[src/logic/adrr_consts.vh]
// Constants for the result-delivery and conversion-control block.
// Included by the formatter, the top level and the bench; holds definitions only.
`ifndef ADRR_CONSTS_VH
`define ADRR_CONSTS_VH

// ****************************************************************
// APB register byte offsets
// ****************************************************************
`define ADRR_OFS_CTRL 8'h00
`define ADRR_OFS_STATUS 8'h04
`define ADRR_OFS_RESULT 8'h08
`define ADRR_OFS_IRQ_STAT 8'h0c
`define ADRR_OFS_IRQ_MASK 8'h10

// ****************************************************************
// Field positions
// ****************************************************************
`define ADRR_CTRL_CHOP_BIT 0
`define ADRR_CTRL_CHAN_LSB 1
`define ADRR_CTRL_CHAN_MSB 5
`define ADRR_STAT_NEW_BIT 7
`define ADRR_STAT_CLIP_BIT 6
`define ADRR_STAT_SUPPLY_BIT 5
`define ADRR_IRQ_RESULT_BIT 0
`define ADRR_IRQ_SUPPLY_BIT 1
`define ADRR_IRQ_CLIP_BIT 2
`define ADRR_IRQ_W 3

// ****************************************************************
// Reset values
// ****************************************************************
`define ADRR_CTRL_RST 6'h00
`define ADRR_IRQ_MASK_RST 3'h0

// ****************************************************************
// Serial command codes (top three bits of the command byte)
// ****************************************************************
`define ADRR_CMD_READ 3'h1
`define ADRR_CMD_PULSE 3'h4

// ****************************************************************
// Result coding
// ****************************************************************
`define ADRR_CODE_MAX 24'h7fffff
`define ADRR_CODE_MIN 24'h800000
`define ADRR_CODE_POS_REF 24'h780000
`define ADRR_CODE_NEG_REF 24'h87ffff
`define ADRR_CODE_ZERO 24'h000000

// ****************************************************************
// Internal monitor channel numbers
// ****************************************************************
`define ADRR_CH_OFFSET 5'h18
`define ADRR_CH_SUPPLY 5'h19
`define ADRR_CH_TEMP 5'h1a
`define ADRR_CH_GAIN 5'h1b
`define ADRR_CH_REF 5'h1c

// ****************************************************************
// Supply trip codes: volts times 786432, 4.3 V and 4.35 V
// ****************************************************************
`define ADRR_SUPPLY_TRIP 24'h3399a2
`define ADRR_SUPPLY_CLEAR 24'h343333

// ****************************************************************
// Timing
// ****************************************************************
`define ADRR_CONV_CYCLES 80

`endif

[src/logic/adrr_sync.v]
// Two-flop synchroniser for a bundle of independent pin levels.
// Assumes each bit is a slow level or a clock far slower than clk_in.
`timescale 1ns/1ps

module adrr_sync
#(
  parameter W = 1
)
(
  // Clock and reset
  input wire clk_in,
  input wire srst_in,
  // Asynchronous pins in, synchronous levels out
  input wire [W-1:0] async_in,
  output reg [W-1:0] sync_out
);

  // First stage, read only by the second stage
  reg [W-1:0] meta_r;

  // ****************************************************************
  // Two stages, both cleared by reset
  // ****************************************************************
  always @(posedge clk_in)
  begin
    if (srst_in)
    begin
      meta_r <= {W{1'b0}};
      sync_out <= {W{1'b0}};
    end
    else
    begin
      meta_r <= async_in;
      sync_out <= meta_r;
    end
  end

endmodule

[src/logic/adrr_code_fmt.v]
// Result formatter: saturates a wide filter value to 24-bit code.
// Assumes raw_in is in code steps (reference / 780000h) from the filter.
`timescale 1ns/1ps
`include "adrr_consts.vh"

module adrr_code_fmt
#(
  parameter RAW_W = 26
)
(
  // Filter value and its channel
  input wire signed [RAW_W-1:0] raw_in,
  input wire [4:0] chan_in,
  // Supply state from the trip comparator
  input wire supply_low_in,
  // Formatted code and clip flag
  output reg [23:0] code_out,
  output reg clip_out
);

  // Saturation bounds widened to the filter width
  wire signed [RAW_W-1:0] max_w = $signed({{(RAW_W-24){1'b0}}, `ADRR_CODE_MAX});
  wire signed [RAW_W-1:0] min_w = $signed({{(RAW_W-24){1'b1}}, `ADRR_CODE_MIN});

  // ****************************************************************
  // Clip, then force the supply reading to zero while the supply is flagged low
  // ****************************************************************
  always @*
  begin
    clip_out = 1'b0;
    if (raw_in > max_w)
    begin
      code_out = `ADRR_CODE_MAX;
      clip_out = 1'b1;
    end
    else if (raw_in < min_w)
    begin
      code_out = `ADRR_CODE_MIN;
      clip_out = 1'b1;
    end
    else
    begin
      code_out = raw_in[23:0];
    end
    if (chan_in == `ADRR_CH_SUPPLY && supply_low_in)
    begin
      code_out = `ADRR_CODE_ZERO;
      clip_out = 1'b0;
    end
  end

endmodule

[src/logic/adrr_top.v]
// Result delivery and conversion control of a multichannel converter.
// Assumes the filter and supply codes arrive on clk_in; serial pins and
// the start pin are asynchronous and are synchronised here.
//
// The APB slave port and the address map were chosen for this implementation.
`timescale 1ns/1ps
`include "adrr_consts.vh"

module adrr_top
#(
  parameter RAW_W = 26,
  parameter CONV_CYCLES = `ADRR_CONV_CYCLES
)
(
  // Clock and reset
  input wire clk_in,
  input wire srst_in,
  // APB slave
  input wire psel_in,
  input wire penable_in,
  input wire pwrite_in,
  input wire [7:0] paddr_in,
  input wire [31:0] pwdata_in,
  output reg [31:0] prdata_out,
  output reg pready_out,
  output reg pslverr_out,
  // Serial port pins
  input wire sclk_in,
  input wire cs_n_in,
  input wire mosi_in,
  output reg miso_out,
  output reg miso_oe_out,
  // Conversion control pin
  input wire start_in,
  // Filter result and supply measurement, on clk_in
  input wire signed [RAW_W-1:0] raw_data_in,
  input wire [23:0] supply_code_in,
  // Front-end control
  output reg [4:0] mux_sel_out,
  output reg chop_en_out,
  output reg conv_active_out,
  // Result ready pin and interrupt
  output reg result_ready_n_out,
  output reg irq_out
);

  // ****************************************************************
  // State codes
  // ****************************************************************
  localparam ST_IDLE = 1'b0;
  localparam ST_CONV = 1'b1;

  // Synchronised pins: start, mosi, select (inverted), sclk
  wire [3:0] pins_s;
  wire start_s = pins_s[3];
  wire mosi_s = pins_s[2];
  // Select travels inverted so the cleared flops read as deselected
  wire cs_n_s = ~pins_s[1];
  wire sclk_s = pins_s[0];
  // Previous sclk for edge finding
  reg sclk_d_r;
  wire sclk_rise = sclk_s & ~sclk_d_r & ~cs_n_s;
  wire sclk_fall = ~sclk_s & sclk_d_r & ~cs_n_s;

  // Serial shifter state
  reg [7:0] cmd_r;
  reg [3:0] bitcnt_r;
  reg [31:0] shout_r;
  reg cmd_done_r;
  reg pulse_req_r;

  // Conversion engine
  reg state_r;
  reg [15:0] cnt_r;
  wire conv_done = (state_r == ST_CONV) && (cnt_r == 16'h0000);

  // Result and flags
  reg [23:0] result_r;
  reg [4:0] res_chan_r;
  reg new_r;
  reg clip_r;
  reg supply_low_r;
  reg pend_r;

  // Register file
  reg [5:0] ctrl_r;
  reg [`ADRR_IRQ_W-1:0] irq_stat_r;
  reg [`ADRR_IRQ_W-1:0] irq_mask_r;

  // Formatter outputs
  wire [23:0] code_w;
  wire clip_w;

  // Status byte seen by both the serial read and the APB
  wire [7:0] status_byte = {new_r, clip_r, supply_low_r, res_chan_r};

  // ****************************************************************
  // Submodules
  // ****************************************************************
  adrr_sync #(.W(4)) u_sync
  (
    .clk_in(clk_in),
    .srst_in(srst_in),
    .async_in({start_in, mosi_in, ~cs_n_in, sclk_in}),
    .sync_out(pins_s)
  );

  adrr_code_fmt #(.RAW_W(RAW_W)) u_fmt
  (
    .raw_in(raw_data_in),
    .chan_in(mux_sel_out),
    .supply_low_in(supply_low_r),
    .code_out(code_w),
    .clip_out(clip_w)
  );

  // ****************************************************************
  // Serial port: mosi taken on rising edges, miso moves on falling
  // ****************************************************************
  always @(posedge clk_in)
  begin
    if (srst_in)
    begin
      sclk_d_r <= 1'b0;
      cmd_r <= 8'h00;
      bitcnt_r <= 4'h0;
      shout_r <= 32'h00000000;
      cmd_done_r <= 1'b0;
      pulse_req_r <= 1'b0;
      miso_out <= 1'b0;
      miso_oe_out <= 1'b0;
    end
    else
    begin
      sclk_d_r <= sclk_s;
      pulse_req_r <= 1'b0;
      // Drive miso only while selected
      miso_oe_out <= ~cs_n_s;
      if (cs_n_s)
      begin
        // Deselect aborts any half-shifted byte
        bitcnt_r <= 4'h0;
        cmd_done_r <= 1'b0;
        miso_out <= 1'b0;
      end
      else
      begin
        if (sclk_rise && !cmd_done_r)
        begin
          cmd_r <= {cmd_r[6:0], mosi_s};
        end
        if (sclk_fall)
        begin
          if (!cmd_done_r && bitcnt_r == 4'h7)
          begin
            cmd_done_r <= 1'b1;
            if (cmd_r[7:5] == `ADRR_CMD_PULSE)
            begin
              pulse_req_r <= 1'b1;
            end
            if (cmd_r[7:5] == `ADRR_CMD_READ)
            begin
              shout_r <= {status_byte[6:0], result_r, 1'b0};
              miso_out <= status_byte[7];
            end
          end
          else if (cmd_done_r)
          begin
            miso_out <= shout_r[31];
            shout_r <= {shout_r[30:0], 1'b0};
          end
          if (!cmd_done_r)
          begin
            bitcnt_r <= bitcnt_r + 4'h1;
          end
        end
      end
    end
  end

  // Read command decoded in this cycle
  wire read_taken = sclk_fall && !cmd_done_r && bitcnt_r == 4'h7 &&
                    cmd_r[7:5] == `ADRR_CMD_READ;

  // ****************************************************************
  // Conversion engine
  // ****************************************************************
  always @(posedge clk_in)
  begin
    if (srst_in)
    begin
      state_r <= ST_IDLE;
      cnt_r <= 16'h0000;
      conv_active_out <= 1'b0;
    end
    else
    begin
      case (state_r)
        ST_IDLE:
        begin
          if (start_s || pulse_req_r)
          begin
            state_r <= ST_CONV;
            cnt_r <= CONV_CYCLES[15:0] - 16'h0001;
            conv_active_out <= 1'b1;
          end
        end
        ST_CONV:
        begin
          if (cnt_r != 16'h0000)
          begin
            // Pulse requests mid-conversion are ignored
            cnt_r <= cnt_r - 16'h0001;
          end
          else if (start_s)
          begin
            // Continuous conversion while start stays high
            cnt_r <= CONV_CYCLES[15:0] - 16'h0001;
          end
          else
          begin
            state_r <= ST_IDLE;
            conv_active_out <= 1'b0;
          end
        end
        default:
        begin
          state_r <= ST_IDLE;
          conv_active_out <= 1'b0;
        end
      endcase
    end
  end

  // ****************************************************************
  // Result capture, new flag and the ready pin
  // ****************************************************************
  always @(posedge clk_in)
  begin
    if (srst_in)
    begin
      result_r <= 24'h000000;
      res_chan_r <= 5'h00;
      new_r <= 1'b0;
      clip_r <= 1'b0;
      pend_r <= 1'b0;
      result_ready_n_out <= 1'b1;
    end
    else
    begin
      pend_r <= 1'b0;
      if (conv_done)
      begin
        result_r <= code_w;
        res_chan_r <= mux_sel_out;
        clip_r <= clip_w;
        new_r <= 1'b1;
        if (!result_ready_n_out)
        begin
          result_ready_n_out <= 1'b1;
          pend_r <= 1'b1;
        end
        else
        begin
          result_ready_n_out <= 1'b0;
        end
      end
      else
      begin
        if (read_taken)
        begin
          new_r <= 1'b0;
        end
        if (pend_r)
        begin
          result_ready_n_out <= 1'b0;
        end
        else if (sclk_fall)
        begin
          result_ready_n_out <= 1'b1;
        end
      end
    end
  end

  // ****************************************************************
  // Supply trip with hysteresis
  // ****************************************************************
  always @(posedge clk_in)
  begin
    if (srst_in)
    begin
      supply_low_r <= 1'b0;
    end
    else if (supply_code_in < `ADRR_SUPPLY_TRIP)
    begin
      supply_low_r <= 1'b1;
    end
    else if (supply_code_in >= `ADRR_SUPPLY_CLEAR)
    begin
      supply_low_r <= 1'b0;
    end
  end

  // ****************************************************************
  // APB slave: answer one cycle into the access phase
  // ****************************************************************
  wire setup = psel_in & ~penable_in;
  wire access = psel_in & penable_in & pready_out;
  wire addr_ok = paddr_in == `ADRR_OFS_CTRL || paddr_in == `ADRR_OFS_STATUS ||
                 paddr_in == `ADRR_OFS_RESULT || paddr_in == `ADRR_OFS_IRQ_STAT ||
                 paddr_in == `ADRR_OFS_IRQ_MASK;
  // Interrupt events of this cycle
  wire [`ADRR_IRQ_W-1:0] irq_ev = {conv_done & clip_w,
                                   conv_done ? 1'b0 : 1'b0,
                                   conv_done};
  // Rising supply trip counts as its own event
  wire supply_ev = (supply_code_in < `ADRR_SUPPLY_TRIP) & ~supply_low_r;

  always @(posedge clk_in)
  begin
    if (srst_in)
    begin
      prdata_out <= 32'h00000000;
      pready_out <= 1'b0;
      pslverr_out <= 1'b0;
      ctrl_r <= `ADRR_CTRL_RST;
      irq_mask_r <= `ADRR_IRQ_MASK_RST;
      irq_stat_r <= {`ADRR_IRQ_W{1'b0}};
    end
    else
    begin
      pready_out <= setup;
      pslverr_out <= setup & ~addr_ok;
      if (setup)
      begin
        case (paddr_in)
          `ADRR_OFS_CTRL: prdata_out <= {26'h0000000, ctrl_r};
          `ADRR_OFS_STATUS: prdata_out <= {23'h000000, conv_active_out, status_byte};
          `ADRR_OFS_RESULT: prdata_out <= {8'h00, result_r};
          `ADRR_OFS_IRQ_STAT: prdata_out <= {29'h00000000, irq_stat_r};
          `ADRR_OFS_IRQ_MASK: prdata_out <= {29'h00000000, irq_mask_r};
          default: prdata_out <= 32'h00000000;
        endcase
      end
      if (access && pwrite_in && paddr_in == `ADRR_OFS_CTRL)
      begin
        ctrl_r <= pwdata_in[5:0];
      end
      if (access && pwrite_in && paddr_in == `ADRR_OFS_IRQ_MASK)
      begin
        irq_mask_r <= pwdata_in[`ADRR_IRQ_W-1:0];
      end
      // Read clears only the bits it returned; later events still land
      if (access && !pwrite_in && paddr_in == `ADRR_OFS_IRQ_STAT)
      begin
        irq_stat_r <= (irq_stat_r & ~prdata_out[`ADRR_IRQ_W-1:0]) |
                      irq_ev | {1'b0, supply_ev, 1'b0};
      end
      else
      begin
        irq_stat_r <= irq_stat_r | irq_ev | {1'b0, supply_ev, 1'b0};
      end
    end
  end

  // ****************************************************************
  // Registered front-end controls and interrupt line
  // ****************************************************************
  always @(posedge clk_in)
  begin
    if (srst_in)
    begin
      mux_sel_out <= 5'h00;
      chop_en_out <= 1'b0;
      irq_out <= 1'b0;
    end
    else
    begin
      // Channel only moves between conversions, so results match it
      if (state_r == ST_IDLE)
      begin
        mux_sel_out <= ctrl_r[`ADRR_CTRL_CHAN_MSB:`ADRR_CTRL_CHAN_LSB];
      end
      // Software must clear chop before picking a monitor channel
      chop_en_out <= ctrl_r[`ADRR_CTRL_CHOP_BIT];
      irq_out <= |(irq_stat_r & irq_mask_r);
    end
  end

endmodule

[config.mk]
export PLATFORM = sky130hd
export DESIGN_NAME = adrr_top
export DESIGN_NICKNAME = d
export VERILOG_FILES = /design/src/logic/adrr_sync.v /design/src/logic/adrr_code_fmt.v /design/src/logic/adrr_top.v
export VERILOG_INCLUDE_DIRS = /design/src /design/src/logic
export SDC_FILE = /design/constraint.sdc
export NUM_CORES = 1
export LEC_CHECK = 0
export ABC_AREA = 0
export BUFFER_PORTS_ARGS = -buffer_cell sky130_fd_sc_hd__buf_2
export CAP_MARGIN = 25
export CORE_MARGIN = 5
export CORE_UTILIZATION = 55
export CTS_CLUSTER_SIZE = 12
export DETAILED_ROUTE_END_ITERATION = 10
export HOLD_SLACK_MARGIN = 0.12
export PLACE_DENSITY = 0.8
export REMOVE_ABC_BUFFERS = 1
export SLEW_MARGIN = 20
export SYNTH_ARGS = -nofsm -noshare
export SYNTH_HDL_FRONTEND = slang
export SYNTH_HIERARCHICAL = 1
export SYNTH_SLANG_ARGS = --single-unit
[constraint.sdc]
create_clock -name clk_in -period 2.3 [get_ports clk_in]
set_input_delay 0.46 -clock clk_in [delete_from_list [all_inputs] [get_ports clk_in]]
set_output_delay 0.46 -clock clk_in [all_outputs]
set_load 0.005 [all_outputs]
==> run_results.csv <==
group,metric,value,unit
critical_path,crit_chain,"inv_1, ha_1, or3b_2, nor3_4, a21boi_0, a21oi_1, a311oi_2",
clock_network,hold_buffers,0,
finish,nFillCells,1054,
finish,drive_above_1_share,23.4,%
yosys,synth_seq_area_share,42.6,%
die,fp-row-count,41,
route,post-route-drc-count,0,
clock_network,cts_max_path_buffers,2,
grt,grt_max_degree,77,
route,drt_iter0_markers,477,
finish,final-seq-area,3060,µm²
route,wl,16700,µm
yosys,yosysTopAreaCell,"dfxtp_1",
die,io_pins,144,
yosys,async_flop_share,0,%
timing,setup_violations,0,
critical_path,r2r_start,"cnt_r[0]",
route,via_per_inst,5.65,
die,die_area,15500,µm²
place,dpl.cell_count,1067,
finish,layout_common_cells,"dfxtp_1, nor2_1, buf_2",
die,die_h,124,µm
timing,clock_skew,0.0106,ns
place,place.gp.congestion,0.819,
route,first_pass_iters,5,
clock_network,cts_tree,"yes",
grt,grt_pass1_vias,6014,
timing,rsz0062_at_grt,"false",
die,die_x,124,µm
worst_hold_path,hp-start,"start_in",
clock_network,clkSinkCount,153,
critical_path,worst_path_max_delay_cell,"or3b_2",
worst_hold_path,hold_path.class,"input pin to register",
clock_network,postCtsSetupRepairBufs,0,
place,io_buffers,109,
status,status,"completed",
critical_path,criticalPathCategory,"register to register",
clock_network,root_buffer,"clkbuf_16",
grt,met1_usage,26.2,%
finish,layout.nets,1015,
power_and_ir_drop,ir_worst_vdd,0.516,mV
finish,syn_to_final_growth,18.7,%
finish,stdcell_count,1099,
route,ant_nets,0,
route,wl_per_cell,15.2,µm
yosys,synth_seq_cells,153,
place,hpwl,11100,µm
critical_path,end_kind,"register",
finish,postLayoutCoreUtil,67.1,%
clock_network,clk_latency,0.42,ns
grt,grt_overflow_total,0,
grt,track_usage,21.5,%
yosys,synth_top_area_share,42.6,%
timing,slew_violations,0,
run,timing.max_cap.violations,0,
yosys,synthTopCellsByArea,"dfxtp_1, mux2i_1, nor2_1",
finish,layout_commonest_cell,"dfxtp_1",
timing,finalHoldViolations,0,
critical_path,critical-path-max-stage-delay,0.54,ns
grt,grt_pass1_wl,28300,µm
grt,antenna_found_initial,0,
critical_path,crit_start,"cnt_r[0]",
clock_network,cts_made_buffers,17,
yosys,synthCells,825,
critical_path,cp-start-kind,"register",
yosys,syn_area,7190,µm²
grt,met2_usage,37.2,%
yosys,synth.avg_cell_area,8.71,µm²
yosys,yosys_warnings,6,
power_and_ir_drop,p_leak,0.00329,µW
timing,slew_headroom,58.5,%
finish,multi_input_area,3810,µm²
yosys,ys.flop_type,"dfxtp_1",
grt,grt-busiest-layer,"met2",
clock_network,htree_levels,4,
timing,setup-tns-final,0,ns
finish,antenna_cells,0,
route,vias,6213,
timing,min_period,2.11,ns
yosys,synth_cell_type_count,68,
critical_path,crit_arrival,2.38,ns
timing,max_freq,475,MHz
grt,use_met3,5.40,%
timing,worst_pin_slew,0.622,ns
timing,fin_crit_sh,91.6,%
power_and_ir_drop,p_per_area,750,nW/µm²
clock_network,clk_pin_slew,0.06,ns
die,initial_core_util,56.5,%
yosys,synth_edf_count,0,
critical_path,worstPathRequired,2.58,ns
critical_path,crit_fanout,5,
die,core_region_area,12700,µm²
clock_network,cts.repair.resized,0,
==> synth_stat cells (3+ instances only) <==
master,n
dfxtp_1,153
nor2_1,139
nand2_1,80
mux2i_1,56
a21oi_1,52
clkbuf_1,36
a211oi_1,33
a21bo_2,23
a2bb2oi_1,23
nand3_1,18
nor2b_1,18
buf_2,16
nor3_1,16
a22oi_1,15
buf_4,13
mux2_2,10
o21ai_0,9
nand4_1,8
a311oi_1,6
inv_1,6
o22ai_1,6
nand2b_1,5
nand3b_1,5
or3_1,5
nor4_1,4
o211ai_1,4
a22o_1,3
and3_1,3
and3b_1,3
buf_1,3
buf_6,3
o311ai_0,3
o31ai_1,3
or4_4,3
==> worst max-delay path, delay by kind of cell (launching register included) <==
family          cells  cell delay [ns]
buf+inv             1             0.07
compound gates      3             0.57
flops               1             0.34
simple gates        2             0.78
fa+ha+maj           1             0.19
==> metal layers <==
metal / up-vias / wire (µm)
li1: 3109 / -
met1: 2949 / 7260
met2: 136 / 8570
met3: 19 / 660
met4: 0 / 225
met5: - / 0
==> layout make-up <==
type	count	share of cell area [%]
Sequential cell	153	35.9
Tap cell	172	2.52
Inverter	6	0.264
Timing Repair Buffer	134	9.06
Clock buffer	19	5.31
Clock inverter	13	2.33
Multi-Input combinational cell	602	44.6
==> cells by family after synthesis <==
family | count (synthesis) | synth area share [%]
AOI/OAI and AO/OA | 198 | 20.3
other | 1 | 0.0522
and+or+nand+nor | 325 | 21.6
adders and majority gates | 2 | 0.348
muxes | 66 | 9.36
xor gates and xnor gates | 3 | 0.366
buffers and inverters | 77 | 5.29
DFF | 153 | 42.6
==> state kept, by name, indices dropped and copies added, names as in the netlist, 3 cells and up <==
| signal | flops |
|---|---|
| u_sync/meta_r | 4 |
| prdata_out | 24 |
| bitcnt_r | 4 |
| res_chan_r | 5 |
| cnt_r | 16 |
| cmd_r | 8 |
| u_sync/sync_out | 4 |
| irq_mask_r | 3 |
| irq_stat_r | 3 |
| mux_sel_out | 5 |
| result_r | 24 |
| shout_r | 31 |
| ctrl_r | 6 |
==> power breakdown <==
group	switching, µW	total, µW	leakage [µW]	internal, µW
logic	345	612	0.00173	267
clock network	1070	3040	0.000319	1970
registers	49.4	2750	0.00124	2700
total	1460	6400	0.00329	4940
==> through the flow <==
step | area, µm² | worst slack, ns | total power, µW | hold WS [ns]
floorplan | 6860 | -1.10 | 3120 | 0.414
global placement | 7870 | 0.116 | 3380 | 0.418
detailed placement | 7870 | 0.0598 | 3400 | 0.426
CTS | 8520 | 0.0391 | 6430 | 0.237
global route | 8530 | 0.0519 | 6650 | 0.240
finish | 8530 | 0.194 | 6410 | 0.253
==> final timing paths <==
kind,slack (ns),cells past startpoint,end
setup / recovery,0.19,7,cnt_r[4]
hold / removal,0.25,2,u_sync/meta_r[3]
setup reg to reg,0.19,7,cnt_r[4]
hold reg to reg,0.44,1,u_sync/sync_out[2]
No activity file was read; power rests on OpenSTA's default activity.
